### src/hw/i2c_frame_pkg.sv
// Package with constants and carrier types for the I2C target address framing block.
package i2c_frame_pkg;
   localparam int          BYTE_BITS    = 8;        // Bits per byte on the link.
   localparam int          REG_AW       = 10;       // Register address width.
   localparam logic [2:0]  OWN_PREFIX   = 3'h5;     // Upper chip-address bits 1,0,1.
   localparam logic [4:0]  BCAST_ADDR   = 5'h1b;    // Broadcast chip address 1,1,0,1,1.
   localparam int          CHIP_MSB     = 7;        // Chip address field top bit.
   localparam int          CHIP_LSB     = 3;        // Chip address field low bit.
   localparam int          RHI_MSB      = 2;        // Register address bits 9..8 field top.
   localparam int          RHI_LSB      = 1;        // Register address bits 9..8 field low.
   localparam int          RW_BIT       = 0;        // Direction flag position, 1 is read.
   localparam logic [3:0]  ACK_COUNT    = 4'h8;     // Bit count at which the ack slot starts.

   // Phases of a transfer as seen by the target.
   typedef enum logic [2:0] {
      ST_IDLE  = 3'b000,
      ST_ADDR1 = 3'b001,
      ST_ADDR2 = 3'b010,
      ST_WDATA = 3'b011,
      ST_RDATA = 3'b100,
      ST_SKIP  = 3'b101
   } frame_state_e;

   // Register access request toward the register file.
   typedef struct packed {
      logic              wr;      // One-cycle write strobe.
      logic              rd;      // One-cycle read fetch strobe.
      logic [REG_AW-1:0] addr;    // Register address.
      logic [7:0]        wdata;   // Write data.
   } reg_req_s;
endpackage

### src/hw/i2c_target_framing.sv
// I2C target that frames chip address, register address and data bytes.
`timescale 1ns/1ps
`default_nettype none
module i2c_target_framing (
   input  wire logic                    sys_clk,     // System clock, 25 MHz.
   input  wire logic                    rst_n,       // Synchronous reset, active low.
   input  wire logic                    clk_en,      // Freezes all state while low.
   input  wire logic [1:0]              variant_id,  // Variant chip-address bits 1 and 0.
   input  wire logic                    scl_i,       // Clock line level.
   input  wire logic                    sda_i,       // Data line level.
   output logic                         sda_o,       // Data line drive value, always low.
   output logic                         sda_oe,      // High while pulling the data line low.
   output i2c_frame_pkg::reg_req_s      req,         // Register access request.
   input  wire logic [7:0]              rd_data      // Read data, valid the cycle after rd.
);
   import i2c_frame_pkg::*;

   logic [1:0]   scl_sync_q;     // Two-stage synchroniser for the clock line.
   logic [1:0]   sda_sync_q;     // Two-stage synchroniser for the data line.
   logic         scl_prev_q;     // Previous synchronised clock level.
   logic         sda_prev_q;     // Previous synchronised data level.
   frame_state_e state_q;        // Transfer phase.
   logic [3:0]   bit_cnt_q;      // Bits shifted in the current byte.
   logic [7:0]   shift_q;        // Received byte being assembled.
   logic [7:0]   tx_q;           // Byte being sent on reads.
   logic [REG_AW-1:0] addr_q;    // Running register address.
   logic [1:0]   addr_hi_q;      // High address bits held from the first byte.
   logic         ack_q;          // Drive acknowledge in the ninth slot.
   logic         tx_on_q;        // Drive read data bits.
   logic         rd_fetch_q;     // Read data arrives this cycle.
   logic         master_nak_q;   // Controller left acknowledge high.
   logic         rd_hdr_q;       // Read header received, its ninth slot is still ours.
   reg_req_s     req_q;          // Registered request.

   logic scl, sda, scl_rise, scl_fall, start_c, stop_c, byte_done;
   logic [7:0] rx_byte;

   // Chip address match for own or broadcast address.
   function automatic logic chip_match(input logic [7:0] b, input logic [1:0] v);
      chip_match = (b[CHIP_MSB:CHIP_LSB] == {OWN_PREFIX, v}) ||
                   (b[CHIP_MSB:CHIP_LSB] == BCAST_ADDR);
   endfunction

   // Pin inputs are asynchronous, so each passes two flops before use.
   always_ff @(posedge sys_clk) begin
      if (!rst_n) begin
         scl_sync_q <= 2'h3;
         sda_sync_q <= 2'h3;
         scl_prev_q <= 1'b1;
         sda_prev_q <= 1'b1;
      end else if (clk_en) begin
         scl_sync_q <= {scl_sync_q[0], scl_i};
         sda_sync_q <= {sda_sync_q[0], sda_i};
         scl_prev_q <= scl_sync_q[1];
         sda_prev_q <= sda_sync_q[1];
      end
   end

   assign scl       = scl_sync_q[1];
   assign sda       = sda_sync_q[1];
   assign scl_rise  = clk_en && scl && !scl_prev_q;
   assign scl_fall  = clk_en && !scl && scl_prev_q;
   assign start_c   = clk_en && scl && scl_prev_q && sda_prev_q && !sda;
   assign stop_c    = clk_en && scl && scl_prev_q && !sda_prev_q && sda;
   // A byte is complete once the eighth bit is sampled.
   assign byte_done = scl_rise && (bit_cnt_q == ACK_COUNT - 4'h1);
   assign rx_byte   = {shift_q[6:0], sda};

   // Bit counter and shift register; a count of 8 marks the acknowledge slot.
   always_ff @(posedge sys_clk) begin
      if (!rst_n) begin
         bit_cnt_q <= 4'h0;
         shift_q   <= 8'h00;
      end else if (start_c || stop_c) begin
         bit_cnt_q <= 4'h0;
      end else if (scl_rise && bit_cnt_q < ACK_COUNT) begin
         shift_q   <= rx_byte;
         bit_cnt_q <= bit_cnt_q + 4'h1;
      end else if (scl_fall && bit_cnt_q == ACK_COUNT + 4'h1) begin
         bit_cnt_q <= 4'h0;
      end else if (scl_rise && bit_cnt_q == ACK_COUNT) begin
         bit_cnt_q <= ACK_COUNT + 4'h1;
      end
   end

   // Master acknowledge sampled in the ninth slot of a read byte.
   always_ff @(posedge sys_clk) begin
      if (!rst_n) begin
         master_nak_q <= 1'b0;
      end else if (start_c || stop_c) begin
         master_nak_q <= 1'b0;
      end else if (scl_rise && bit_cnt_q == ACK_COUNT && state_q == ST_RDATA) begin
         master_nak_q <= sda;
      end
   end

   // The read header is a received byte, so its ninth slot is acknowledged too; the flag
   // also keeps that slot from being taken as the controller's acknowledge of data.
   always_ff @(posedge sys_clk) begin
      if (!rst_n) begin
         rd_hdr_q <= 1'b0;
      end else if (start_c || stop_c) begin
         rd_hdr_q <= 1'b0;
      end else if (byte_done && state_q == ST_ADDR1 && rx_byte[RW_BIT] &&
                   chip_match(rx_byte, variant_id)) begin
         rd_hdr_q <= 1'b1;
      end else if (scl_fall && bit_cnt_q == ACK_COUNT + 4'h1) begin
         // The slot ends at this fall, so the next ninth slot belongs to the controller.
         rd_hdr_q <= 1'b0;
      end
   end

   // Framing state machine, address tracking and register requests.
   always_ff @(posedge sys_clk) begin
      if (!rst_n) begin
         state_q    <= ST_IDLE;
         addr_q     <= '0;
         addr_hi_q  <= 2'h0;
         req_q      <= '0;
         rd_fetch_q <= 1'b0;
      end else if (clk_en) begin
         req_q.wr   <= 1'b0;
         req_q.rd   <= 1'b0;
         rd_fetch_q <= req_q.rd;
         if (stop_c) begin
            state_q <= ST_IDLE;
         end else if (start_c) begin
            // A repeated start also begins a fresh first byte.
            state_q <= ST_ADDR1;
         end else if (byte_done) begin
            case (state_q)
               ST_ADDR1: begin
                  if (!chip_match(rx_byte, variant_id)) begin
                     state_q <= ST_SKIP;
                  end else if (rx_byte[RW_BIT]) begin
                     // Read continues from the address set by the write phase.
                     state_q  <= ST_RDATA;
                     req_q.rd <= 1'b1;
                     req_q.addr <= addr_q;
                  end else begin
                     addr_hi_q <= rx_byte[RHI_MSB:RHI_LSB];
                     state_q   <= ST_ADDR2;
                  end
               end
               ST_ADDR2: begin
                  addr_q  <= {addr_hi_q, rx_byte};
                  state_q <= ST_WDATA;
               end
               ST_WDATA: begin
                  req_q.wr    <= 1'b1;
                  req_q.addr  <= addr_q;
                  req_q.wdata <= rx_byte;
                  addr_q      <= addr_q + 1'b1;
               end
               default: begin
                  state_q <= state_q;
               end
            endcase
         end else if (state_q == ST_RDATA && scl_rise && bit_cnt_q == ACK_COUNT &&
                      !rd_hdr_q) begin
            // Each byte sent advances the address; an acknowledge prefetches the next one.
            addr_q <= addr_q + 1'b1;
            if (sda) begin
               state_q <= ST_SKIP;
            end else begin
               req_q.rd   <= 1'b1;
               req_q.addr <= addr_q + 1'b1;
            end
         end
      end
   end

   // Read data shifter; the first bit is driven after the ack slot ends.
   always_ff @(posedge sys_clk) begin
      if (!rst_n) begin
         tx_q    <= 8'hff;
         tx_on_q <= 1'b0;
      end else if (start_c || stop_c) begin
         tx_on_q <= 1'b0;
      end else if (clk_en && rd_fetch_q) begin
         // Gated so a frozen cycle cannot reload the byte from a moving input.
         tx_q <= rd_data;
      end else if (scl_fall && state_q == ST_RDATA && !master_nak_q) begin
         if (bit_cnt_q == ACK_COUNT + 4'h1 || bit_cnt_q == 4'h0) begin
            tx_on_q <= 1'b1;
         end else if (bit_cnt_q < ACK_COUNT) begin
            tx_q <= {tx_q[6:0], 1'b1};
            tx_on_q <= (bit_cnt_q != ACK_COUNT);
         end
         if (bit_cnt_q == ACK_COUNT) begin
            tx_on_q <= 1'b0;
         end
      end
   end

   // Acknowledge drive from the falling edge after bit eight to the next fall.
   always_ff @(posedge sys_clk) begin
      if (!rst_n) begin
         ack_q <= 1'b0;
      end else if (start_c || stop_c) begin
         ack_q <= 1'b0;
      end else if (scl_fall && bit_cnt_q == ACK_COUNT) begin
         // Received bytes are the address bytes and write data only.
         // Data bytes sent on a read are acknowledged by the controller, not by us.
         ack_q <= (state_q == ST_ADDR2) || (state_q == ST_WDATA) || rd_hdr_q;
      end else if (scl_fall) begin
         ack_q <= 1'b0;
      end
   end

   // Open-drain drive: low for acknowledge or a zero data bit.
   assign sda_o  = 1'b0;
   assign sda_oe = ack_q || (tx_on_q && !tx_q[7]);
   assign req    = req_q;
endmodule // i2c_target_framing
`default_nettype wire

### config.mk
export PLATFORM = sky130hd
export DESIGN_NAME = i2c_target_framing
export DESIGN_NICKNAME = d
export VERILOG_FILES = /design/src/hw/i2c_frame_pkg.sv /design/src/hw/i2c_target_framing.sv
export SDC_FILE = /design/constraint.sdc
export NUM_CORES = 1
export LEC_CHECK = 0
export BUFFER_PORTS_ARGS = -buffer_cell sky130_fd_sc_hd__buf_2
export CORE_MARGIN = 2
export CORE_UTILIZATION = 35
export CTS_CLUSTER_SIZE = 10
export DETAILED_ROUTE_END_ITERATION = 8
export MAX_ROUTING_LAYER = met4
export SYNTH_ARGS = -nofsm -noshare
export SYNTH_HDL_FRONTEND = slang
export SYNTH_SLANG_ARGS = --single-unit
### constraint.sdc
create_clock -name sys_clk -period 6 [get_ports sys_clk]
set_clock_uncertainty 0.05 [all_clocks]
set_input_delay 0.6 -clock sys_clk [delete_from_list [all_inputs] [get_ports sys_clk]]
set_output_delay 0.6 -clock sys_clk [all_outputs]
set_load 0.005 [all_outputs]
==> results by group, run 1 <==
Run status
  • Status: finished clean

Routing
  • ANT nets after route: 0
  • WL final: 8030 µm
  • Drt first pass iters: 4
  • Initial detailed-routing violation count: 141
  • DRC: 0
  • Wire per inst: 14.2 µm
  • Via count: 2912
  • Vias/cell: 5.16

Placement
  • RePlAce Congestion: 0.845
  • Detail Placement HPWL: 5470 µm
  • Port buffer count: 35
  • Placed Instance Area: 3580 µm²

Critical path
  • Worst r2r path cells: 6
  • Reg2reg start: bit_cnt_q[3]
  • Startpoint Class: primary input
  • WS Path Type: primary input to register
  • CP Max Fanout: 22
  • Nature of the critical path endpoint: register
  • WP data arrival: 3.25 ns
  • R2r setup slk: 3.18 ns
  • CP required: 6.22 ns
  • Reg2Reg Capture Point: req[13]

Worst hold path
  • Hold endpoint: req[1]
  • HP Start: req[1]
  • Worst Hold Depth: 2
  • Hold crit path type: register to register

Final layout
  • Post-layout nets: 449
  • Design area: 3820 µm²
  • Area Overhead vs Synth: 14.5%
  • Ant diodes: 0
  • Layout cells sized above 1: 15.9%

Yosys
  • Library cells used by synthesis: 64
  • Post-Syn Instances: 405
  • Synth Cell Area: 3340 µm²
  • Synthesized area per cell: 8.25 µm²
  • Async set-or-reset flop fraction in the synthesized netlist: 0%
  • Synthesis Warnings: 0
  • Syn_nets: 424
  • EDFF count, synth: 0
  • Sequential area share after synthesis: 39.0%
  • Main flop type after synthesis: dfxtp_1
  • #FFs+latches synth: 65

Global routing
  • Initial antenna violation count: 0
  • Largest net degree at the start of global routing: 61
  • Busiest grt layer: met2
  • Met2 Track Usage GR: 27.1%
  • GRT overflow: 0
  • Met3 usage: 4.14%
  • Total GRT Usage: 17.1%
  • Grt met1 use: 21.8%
  • Global-route wire length before repair: 13700 µm
  • Vias in the first global route: 2880

STA
  • Crit share post-route: 50.5%
  • Fin. max-slew vios: 0
  • Setup TNS: 0 ns
  • Worst slew pin tran: 1.05 ns
  • Final Critical Period: 3.03 ns
  • Hold Fails Final Rpt: 0
  • Final setup violation count: 0
  • Fin Hold WS: 0.411 ns
  • Fmax: 330 MHz
  • Slew Limit Headroom: 29.7%
  • RSZ-0062 raised after global routing: false

Power
  • Max rail drop VDD: 0.120 mV
  • Net Sw Frac: 21.0%
  • Pint: 0.000735 W
  • Sequential share of power: 47.2%
  • Net switching power: 0.000196 W
  • Combinational Power Share: 3.6%
  • Proportion of power drawn by the clock network: 49.2%
  • Leakage: 1.50 nW
  • PwrDens: 244 nW/µm²

Job
  • Max Cap Viol: 0

Die
  • Total die area: 10300 µm²
  • Die Span Y: 102 µm
  • Core area: 9240 µm²
  • Site row count: 35
  • Initial Utilization: 36.1%
  • Ports: 37
  • Die Span X: 102 µm

Clock tree
  • Htree depth: 3
  • Worst-Skew Late Latency: 0.34 ns
  • Maximum clock insertion buffer count: 2
  • CTS tree: built
  • Hold_buf cts: 0
  • Clock slew at reported path FFs: 0.08 ns
  • Num CTS Buffers: 9
  • Post-CTS sizing: 0
  • CTS sink cnt: 65
  • Postcts setup bufs: 0
  • CTS Root Cell: clkbuf_8
## cell families after synthesis
family,share of synthesized area (%)
AO/OA/AOI/OAI,23.0
XOR/XNOR,1.31
adder cells (fa/ha/maj),1.50
buffers and inverters,4.87
flip-flops,39.0
multiplexers,3.90
other,0.112
AND/OR/NAND/NOR,26.3
## metrics by stage
step / power [W] / setup WS (ns) / instances / util [%]
finish: 0.000931 / 2.97 / 564 / 41.4
detailed placement: 0.000483 / 2.64 / 548 / 38.7
floorplan: 0.000473 / 3.89 / 405 / -
global route: 0.000968 / 2.77 / 564 / 41.4
CTS: 0.000942 / 3.00 / 564 / 41.4
global placement: 0.000483 / 2.73 / 548 / 38.7
## synth_stat cells, drive strengths merged (3+ instances only)
master  count  share of area, %
dfxtp      65                39
nand2      57               6.5
nor2       36               4.1
a21oi      27               4.0
a21boi     23               5.2
o21ai      23               3.6
clkbuf     14               1.6
mux2i      13               3.9
nand3      12               1.8
nor2b      12               2.2
buf        11               2.4
nor3       11               1.8
inv         8              0.90
and2        7               1.3
nand3b      7               1.6
o311ai      7               2.5
o211ai      5               1.1
a22oi       4              0.90
a31oi       4              0.75
ha          4               1.5
nand2b      4              0.75
a221oi      3              0.79
and3        3              0.56
nand4       3              0.56
o22ai       3              0.56
or3         3              0.71
or4         3              0.90
xor2        3              0.79
## power groups by stage
stage / combinational, W / clock (W) / sequential [W]
floorplan: 0.0000258 / 0 / 0.000447
global placement: 0.0000330 / 0 / 0.000450
detailed placement: 0.0000333 / 0 / 0.000450
CTS: 0.0000334 / 0.000469 / 0.000440
global route: 0.0000369 / 0.000491 / 0.000440
finish: 0.0000331 / 0.000458 / 0.000440
## placed cells by master, fill, tap and decap left out, drive strengths merged, types with 2 or more instances in the layout
cell type,Yosys,routed
inv,8,8
nor3b,2,2
xor2,3,3
nand3b,7,7
clkbuf,14,11
a31oi,4,4
a22oi,4,4
a21boi,23,23
dfxtp,65,65
xnor2,2,2
o41ai,2,2
nand2,57,57
nand4,3,3
and3,3,3
o211ai,5,5
nor4b,2,2
mux2i,13,13
nor3,11,11
a21oi,27,27
buf,11,39
or3b,2,2
a221oi,3,3
nor4,2,2
or3,3,3
nor2b,12,12
o22ai,3,3
and2,7,7
ha,4,4
o21ai,23,23
nor2,36,36
o21bai,2,2
nand3,12,12
or4,3,3
a21o,2,2
bufinv,0,3
nand2b,4,4
o311ai,7,7
## sequential cells by signal, indices dropped and copies added (netlist names), 2 cells and up
register and cells:
req 20, sda_sync_q 2, state_q 3, addr_q 10
shift_q 7, tx_q 8, addr_hi_q 2, bit_cnt_q 4
scl_sync_q 2
## worst max-delay path, stage by stage
cell and delay, ns:
buf_2 0.36, nand4bb_1 0.64, nor2_2 0.44, nor4b_1 0.48, a21o_1 0.39, o211ai_1 0.14
a21boi_0 0.19
## worst max-delay path by stage
stage	cells after the start	from	slack [ns]	endpoint
2_1_floorplan	7	clk_en	3.89	addr_q[2]
3_3_place_gp	6	clk_en	2.73	req[13]
3_5_place_dp	6	clk_en	2.64	req[13]
4_1_cts	6	clk_en	3.00	req[13]
5_1_grt	7	clk_en	2.77	req[10]
6_report	7	clk_en	2.97	req[13]
## metal layers
layer  vias to the layer above  share of wire (%)
met5                         -                  0
met1                      1356                 47
met4                         0               0.57
met2                        67                 48
li1                       1484                  -
met3                         5                4.0
## cell type report
| cell class | count | area, µm² |
|---|---|---|
| fill | 961 | 5420 |
| multi-input combinational | 307 | 1880 |
| sequential | 65 | 1300 |
| timing repair buffer | 39 | 205 |
| tap | 129 | 161 |
| clock buffer | 11 | 141 |
| clock inverter | 5 | 103 |
| inverter | 8 | 30.0 |
(Power assumes the default switching activity.)
==> inputs of run 2 (changes only) <==
==> constraint.sdc (replaced) <==
create_clock -name sys_clk -period 2.94 [get_ports sys_clk]
set_clock_uncertainty 0.05 [all_clocks]
set_input_delay 0.294 -clock sys_clk [delete_from_list [all_inputs] [get_ports sys_clk]]
set_output_delay 0.294 -clock sys_clk [all_outputs]
set_load 0.005 [all_outputs]
==> run 2 against run 1 <==
  * Total power up 84%
  * Core utilization fell by 0.23 points
  * Setup slack worse by 2.5 ns
  * Sequential power grew 100%
  * Worst hold slack got worse by 0.29 ns
  * Largest cell class unchanged
  * Largest power group is now sequential cells
  * Highest routed layer unchanged
==> results by group, run 2 (synthesis gave the netlist of run 1 again) <==
Global routing
  • Total GRT Usage: 17.2%
  • Global-route wire length before repair: 13800 µm
  • Initial antenna violation count: 0
  • GRT overflow: 0
  • Vias in the first global route: 2817
  • Largest net degree at the start of global routing: 33

Clock tree
  • Clock slew at reported path FFs: 0.07 ns
  • CTS sink cnt: 65
  • CTS tree: built
  • Htree depth: 3
  • Postcts setup bufs: 0
  • Worst-Skew Late Latency: 0.34 ns
  • Num CTS Buffers: 9
  • Maximum clock insertion buffer count: 2
  • CTS Root Cell: clkbuf_8
  • Hold_buf cts: 0

STA
  • Slew Limit Headroom: 48.9%
  • Hold Fails Final Rpt: 0
  • Fmax: 404 MHz
  • Final setup violation count: 0
  • Worst slew pin tran: 0.763 ns
  • Setup TNS: 0 ns
  • RSZ-0062 raised after global routing: false
  • Crit share post-route: 84.1%
  • Fin. max-slew vios: 0
  • Final Critical Period: 2.47 ns
  • Final setup margin: 0.467 ns

Worst hold path
  • Worst Hold Depth: 3
  • Hold endpoint: sda_sync_q[0]
  • Hold crit path type: primary input to register
  • HP Start: sda_i

Die
  • Core area: 9240 µm²
  • Initial Utilization: 36.1%
  • Die Span X: 102 µm
  • Die Span Y: 102 µm
  • Ports: 37
  • Site row count: 35
  • Total die area: 10300 µm²

Routing
  • DRC: 0
  • WL final: 7930 µm
  • Vias/cell: 5.23
  • Initial detailed-routing violation count: 112
  • ANT nets after route: 0
  • Via count: 2970
  • Wire per inst: 14.0 µm
  • Drt first pass iters: 4

Final layout
  • Max reg flops: 20
  • Post-layout nets: 453
  • Most frequent cells in the layout: dfxtp_1, nand2_1, nor2_1, buf_2, a21oi_1
  • Ant diodes: 0
  • Design area: 3800 µm²
  • Layout cells sized above 1: 16.4%
  • Fin cells: 568
  • Most common cell after layout, fill and taps aside: dfxtp_1
  • Area Overhead vs Synth: 13.9%

Critical path
  • Reg2Reg Capture Point: req[13]
  • CP required: 3.16 ns
  • CP peak stage delay: 0.47 ns
  • Cells along the critical path: nand4bb_1 -> nor2_2 -> nor4b_1 -> a21o_1 -> o211ai_1 -> a21boi_0
  • Reg2reg start: scl_sync_q[1]
  • Crit. path cell count: 6
  • Startpoint Class: register
  • Worst r2r path cells: 6
  • Worst path slowest cell: dfxtp_1
  • WP data arrival: 2.69 ns
  • CP top delay family: simple AND/OR/NAND/NOR gates
  • Nature of the critical path endpoint: register
  • WS Path Type: register to register
  • R2r setup slk: 0.47 ns
  • WP buf/inv: 0
  • CP Max Fanout: 9

Placement
  • Dpl cells: 552
  • Port buffer count: 35
  • RePlAce Congestion: 0.900
  • Placed Instance Area: 3610 µm²
  • Detail Placement HPWL: 5480 µm
  • Worst slack at placement: 0.261 ns

Power
  • PwrDens: 451 nW/µm²
  • Max rail drop VDD: 0.208 mV
  • Leakage: 1.50 nW

Run status
  • Status: finished clean

Job
  • Max Cap Viol: 0
-- run 2: changes by cell type in the layout (fill, tap and decap cells not counted), sizes merged --
| cell | before | now |
|---|---|---|
| clkbuf | 11 | 13 |
| buf | 39 | 43 |
| clkinvlp | 1 | 0 |
| clkinv | 1 | 2 |
| bufinv | 3 | 1 |
-- run 2: worst reg2reg max path, cell delays in order (launching register included) --
cell and delay, ns:
dfxtp_1 0.47, nand4bb_1 0.36, nor2_2 0.35, nor4b_1 0.46
a21o_1 0.40, o211ai_1 0.15, a21boi_0 0.18
-- run 2: worst max-delay path by stage --
stage	slack (ns)	endpoint	start
2_1_floorplan	0.86	addr_q[7]	state_q[0]
5_1_grt	0.17	req[13]	scl_sync_q[1]
3_3_place_gp	0.42	addr_q[7]	bit_cnt_q[0]
6_report	0.47	req[13]	scl_sync_q[1]
3_5_place_dp	0.26	addr_q[7]	bit_cnt_q[0]
4_1_cts	0.26	addr_q[7]	bit_cnt_q[0]
-- run 2: layout make-up --
cell class / count / area [µm²]
clock inverter: 3 / 40.0
clock buffer: 13 / 149
sequential: 65 / 1300
fill: 956 / 5440
tap: 129 / 161
timing repair buffer: 43 / 235
inverter: 8 / 30.0
multi-input combinational: 307 / 1890
-- run 2: power by group --
group | switching (W) | internal (W) | leakage (nW)
Sequential | 0.0000113 | 0.000887 | 0.525
Combinational | 0.0000386 | 0.0000296 | 0.880
Clock | 0.000333 | 0.000413 | 0.0974
Total | 0.000383 | 0.00133 | 1.50
-- run 2: metal layers --
metal,GRT usage (%),routed length (µm),vias up
li1,-,-,1495
met2,27.2,3770,72
met5,-,0,-
met3,4.69,433,6
met4,3.53,40,0
met1,22.1,3680,1397
-- run 2: stage by stage --
step | power [W] | hold WS, ns | util [%]
6_report | 0.00171 | 0.117 | 41.2
2_1_floorplan | 0.000964 | 0.372 | -
3_5_place_dp | 0.000987 | 0.401 | 39.1
4_1_cts | 0.00173 | 0.105 | 41.1
3_3_place_gp | 0.000986 | 0.395 | 39.1
5_1_grt | 0.00179 | 0.129 | 41.2
-- run 2: timing repair --
item                                   4_1_cts  5_1_grt
setup endpoints to repair                    0        2
gates resized for setup                      0        1
endpoints found under the hold margin        0        0
==> inputs of run 3 (changes only) <==
--- a/config.mk
+++ b/config.mk
@@ -5,6 +5,7 @@
 export SDC_FILE = /design/constraint.sdc
 export NUM_CORES = 1
 export LEC_CHECK = 0
+export ABC_AREA = 1
 export BUFFER_PORTS_ARGS = -buffer_cell sky130_fd_sc_hd__buf_2
 export CORE_MARGIN = 2
 export CORE_UTILIZATION = 35
==> constraint.sdc (replaced) <==
create_clock -name sys_clk -period 2 [get_ports sys_clk]
set_clock_uncertainty 0.05 [all_clocks]
set_input_delay 0.2 -clock sys_clk [delete_from_list [all_inputs] [get_ports sys_clk]]
set_output_delay 0.2 -clock sys_clk [all_outputs]
set_load 0.005 [all_outputs]
==> run 3 against run 2 <==
  * Worst hold slack worse by 0.088 ns
  * Largest cell class unchanged
  * Flip-flop and latch count is the same
  * Maximum frequency up 36%
  * Via count up 6.5%
  * Area after synthesis grew 0.11%
  * Synthesized cell count up 23%
  * Clock power up 85%
  * Final area increased by 3.9%
  * Non-clock buffer count rose by 4
  * Clock-buffer cell count shrank 3
  * Register-to-register slack worse by 0.28 ns
==> results by group, run 3 <==
STA
  • Fin. max-slew vios: 0
  • Final Critical Period: 1.82 ns
  • Fmax: 551 MHz
  • Final setup violation count: 0
  • Crit share post-route: 90.8%
  • Hold Fails Final Rpt: 0
  • Final setup margin: 0.185 ns

Yosys
  • Share of the synthesized area in the top cell type: 38.9%
  • #FFs+latches synth: 65
  • Syn_nets: 518
  • Post-Syn Instances: 499
  • Library cells used by synthesis: 35
  • EDFF count, synth: 0
  • Synth Cell Area: 3340 µm²
  • Top cells by count, synth: nand2_1, dfxtp_1, nor2_1
  • Async set-or-reset flop fraction in the synthesized netlist: 0%
  • Main flop type after synthesis: dfxtp_1
  • Synthesized area per cell: 6.70 µm²
  • Area leader, netlist: dfxtp_1
  • Sequential area share after synthesis: 38.9%
  • Most common cell in the netlist: nand2_1
  • Synth area leaders: dfxtp_1, nand2_1, nor2_1
  • Synthesis Warnings: 0

Critical path
  • CP required: 2.19 ns
  • Nature of the critical path endpoint: register
  • CP top delay family: simple AND/OR/NAND/NOR gates
  • Reg2Reg Capture Point: req[14]
  • Top cell by count, worst path: nor2_1
  • Crit. path cell count: 10
  • Startpoint Class: register
  • CP peak stage delay: 0.38 ns
  • WS Path Type: register to register
  • Worst r2r path cells: 10
  • Cells along the critical path: ha_2 -> nand3_2 -> nor2_8 -> buf_4 -> nand2_1 -> o21ai_0 -> nand3_1 -> buf_12 -> nor2_1 -> nor2_1
  • WP buf/inv: 2
  • CP Max Fanout: 20
  • Worst path slowest cell: dfxtp_1
  • Crit path capture: req[14]
  • Reg2reg start: bit_cnt_q[1]
  • WP data arrival: 2.01 ns
  • R2r setup slk: 0.18 ns
  • CP startpoint: bit_cnt_q[1]

Final layout
  • Most common cell after layout, fill and taps aside: nand2_1
  • Max reg flops: 20
  • Fin util: 42.8%
  • Ant diodes: 0
  • Design area: 3950 µm²
  • Layout cells sized above 1: 16.0%
  • Most frequent cells in the layout: nand2_1, dfxtp_1, nor2_1
  • Post-layout nets: 558
  • Area Overhead vs Synth: 18.2%

Clock tree
  • Worst-Skew Late Latency: 0.34 ns
  • CTS tree: built
  • CTS sink cnt: 65
  • CTS Root Cell: clkbuf_8
  • Num CTS Buffers: 9
  • Clock slew at reported path FFs: 0.08 ns
  • Hold_buf cts: 0
  • Htree depth: 3
  • Maximum clock insertion buffer count: 2

Power
  • Leakage: 1.82 nW
  • Tot Pwr: 0.00287 W
  • Max rail drop VDD: 0.436 mV
  • PwrDens: 726 nW/µm²

Global routing
  • GRT overflow: 0
  • Vias in the first global route: 2926
  • Met3 usage: 3.11%
  • Global-route wire length before repair: 13500 µm
  • Total GRT Usage: 16.6%
  • Initial antenna violation count: 0
  • Grt met1 use: 21.6%
  • Largest net degree at the start of global routing: 44
  • Busiest grt layer: met2
  • Met2 Track Usage GR: 26.4%

Job
  • Max Cap Viol: 0

Routing
  • Drt first pass iters: 4
  • DRC: 0
  • ANT nets after route: 0
  • WL final: 7910 µm
  • Wire per inst: 11.7 µm
  • Initial detailed-routing violation count: 123
  • Vias/cell: 4.70
  • Via count: 3164

Placement
  • Worst slack at placement: 0.103 ns
  • Detail Placement HPWL: 5810 µm
  • Port buffer count: 35
  • RePlAce Congestion: 0.840
  • Placed Instance Area: 3660 µm²

Die
  • Total die area: 10400 µm²
  • Initial Utilization: 36.2%
  • Die Span X: 102 µm
  • Core area: 9240 µm²
  • Site row count: 35
  • Ports: 37
  • Die Span Y: 102 µm

Worst hold path
  • Hold crit path type: primary input to register

Run status
  • Status: finished clean
==> run 3: cell types whose count changed after synthesis, moves of 14 or more <==
cell	delta
nor2_1	+22
o21ai_0	+21
nand3_1	+20
a21oi_1	+14
inv_1	+48
nand2_1	+77
a21boi_0	-20
==> run 3: per-layer routing <==
metal,wire length (µm),vias up,share of wire [%]
met3,243,9,3.1
met2,3680,45,47
met5,0,-,0
met1,3900,1428,49
li1,-,1682,-
met4,85,0,1.1
==> run 3: worst min-delay path, delay by kind of cell <==
kind | cells | cell delay (ns)
buf+inv | 1 | 0.08
simple gates | 2 | 0.11
==> run 3: what timing repair did <==
action,CTS,global route
endpoints found under the setup margin,0,26
setup buffers,0,3
gates resized for setup,0,7
==> run 3: cells by family (layout without fill, tap and decap cells) <==
group | Yosys count | after routing | share of synthesized area (%)
flops | 65 | 65 | 38.9
fa+ha+maj | 4 | 4 | 1.50
compound gates | 100 | 100 | 16.3
simple gates | 246 | 246 | 32.2
buf+inv | 78 | 123 | 9.69
other cells | 1 | 1 | 0.112
xor+xnor | 5 | 5 | 1.31
==> run 3: per-stage QoR <==
step | cells | hold slack (ns) | TNS (ns)
2_1_floorplan | 499 | 0.272 | 0
5_1_grt | 673 | 0.0193 | -0.121
4_1_cts | 670 | 0.0244 | 0
3_5_place_dp | 654 | 0.378 | 0
6_report | 673 | 0.0291 | 0
3_3_place_gp | 654 | 0.375 | 0
==> run 3: worst min-delay path by stage <==
| stage | endpoint | from | slack [ns] | depth (start not counted) |
|---|---|---|---|---|
| 2_1_floorplan | scl_sync_q[0] | scl_i | 0.27 | 2 |
| 3_3_place_gp | scl_sync_q[0] | scl_i | 0.37 | 3 |
| 3_5_place_dp | scl_sync_q[0] | scl_i | 0.38 | 3 |
| 4_1_cts | scl_sync_q[0] | scl_i | 0.02 | 3 |
| 5_1_grt | scl_sync_q[0] | scl_i | 0.02 | 3 |
| 6_report | scl_sync_q[0] | scl_i | 0.03 | 3 |
==> run 3: layout make-up <==
| class | count | area [µm²] |
|---|---|---|
| fillers | 983 | 5290 |
| multi-input cells | 356 | 1740 |
| flip-flops and latches | 65 | 1300 |
| repair buffers | 47 | 278 |
| inverters | 60 | 228 |
| well taps | 129 | 161 |
| clock buffers | 10 | 128 |
| clock inverters | 6 | 115 |
==> run 3: where the power goes <==
part	internal, W	switching, W	total, W
Sequential	0.00132	0.0000220	0.00134
Clock	0.000835	0.000544	0.00138
Combinational	0.0000507	0.0000977	0.000148
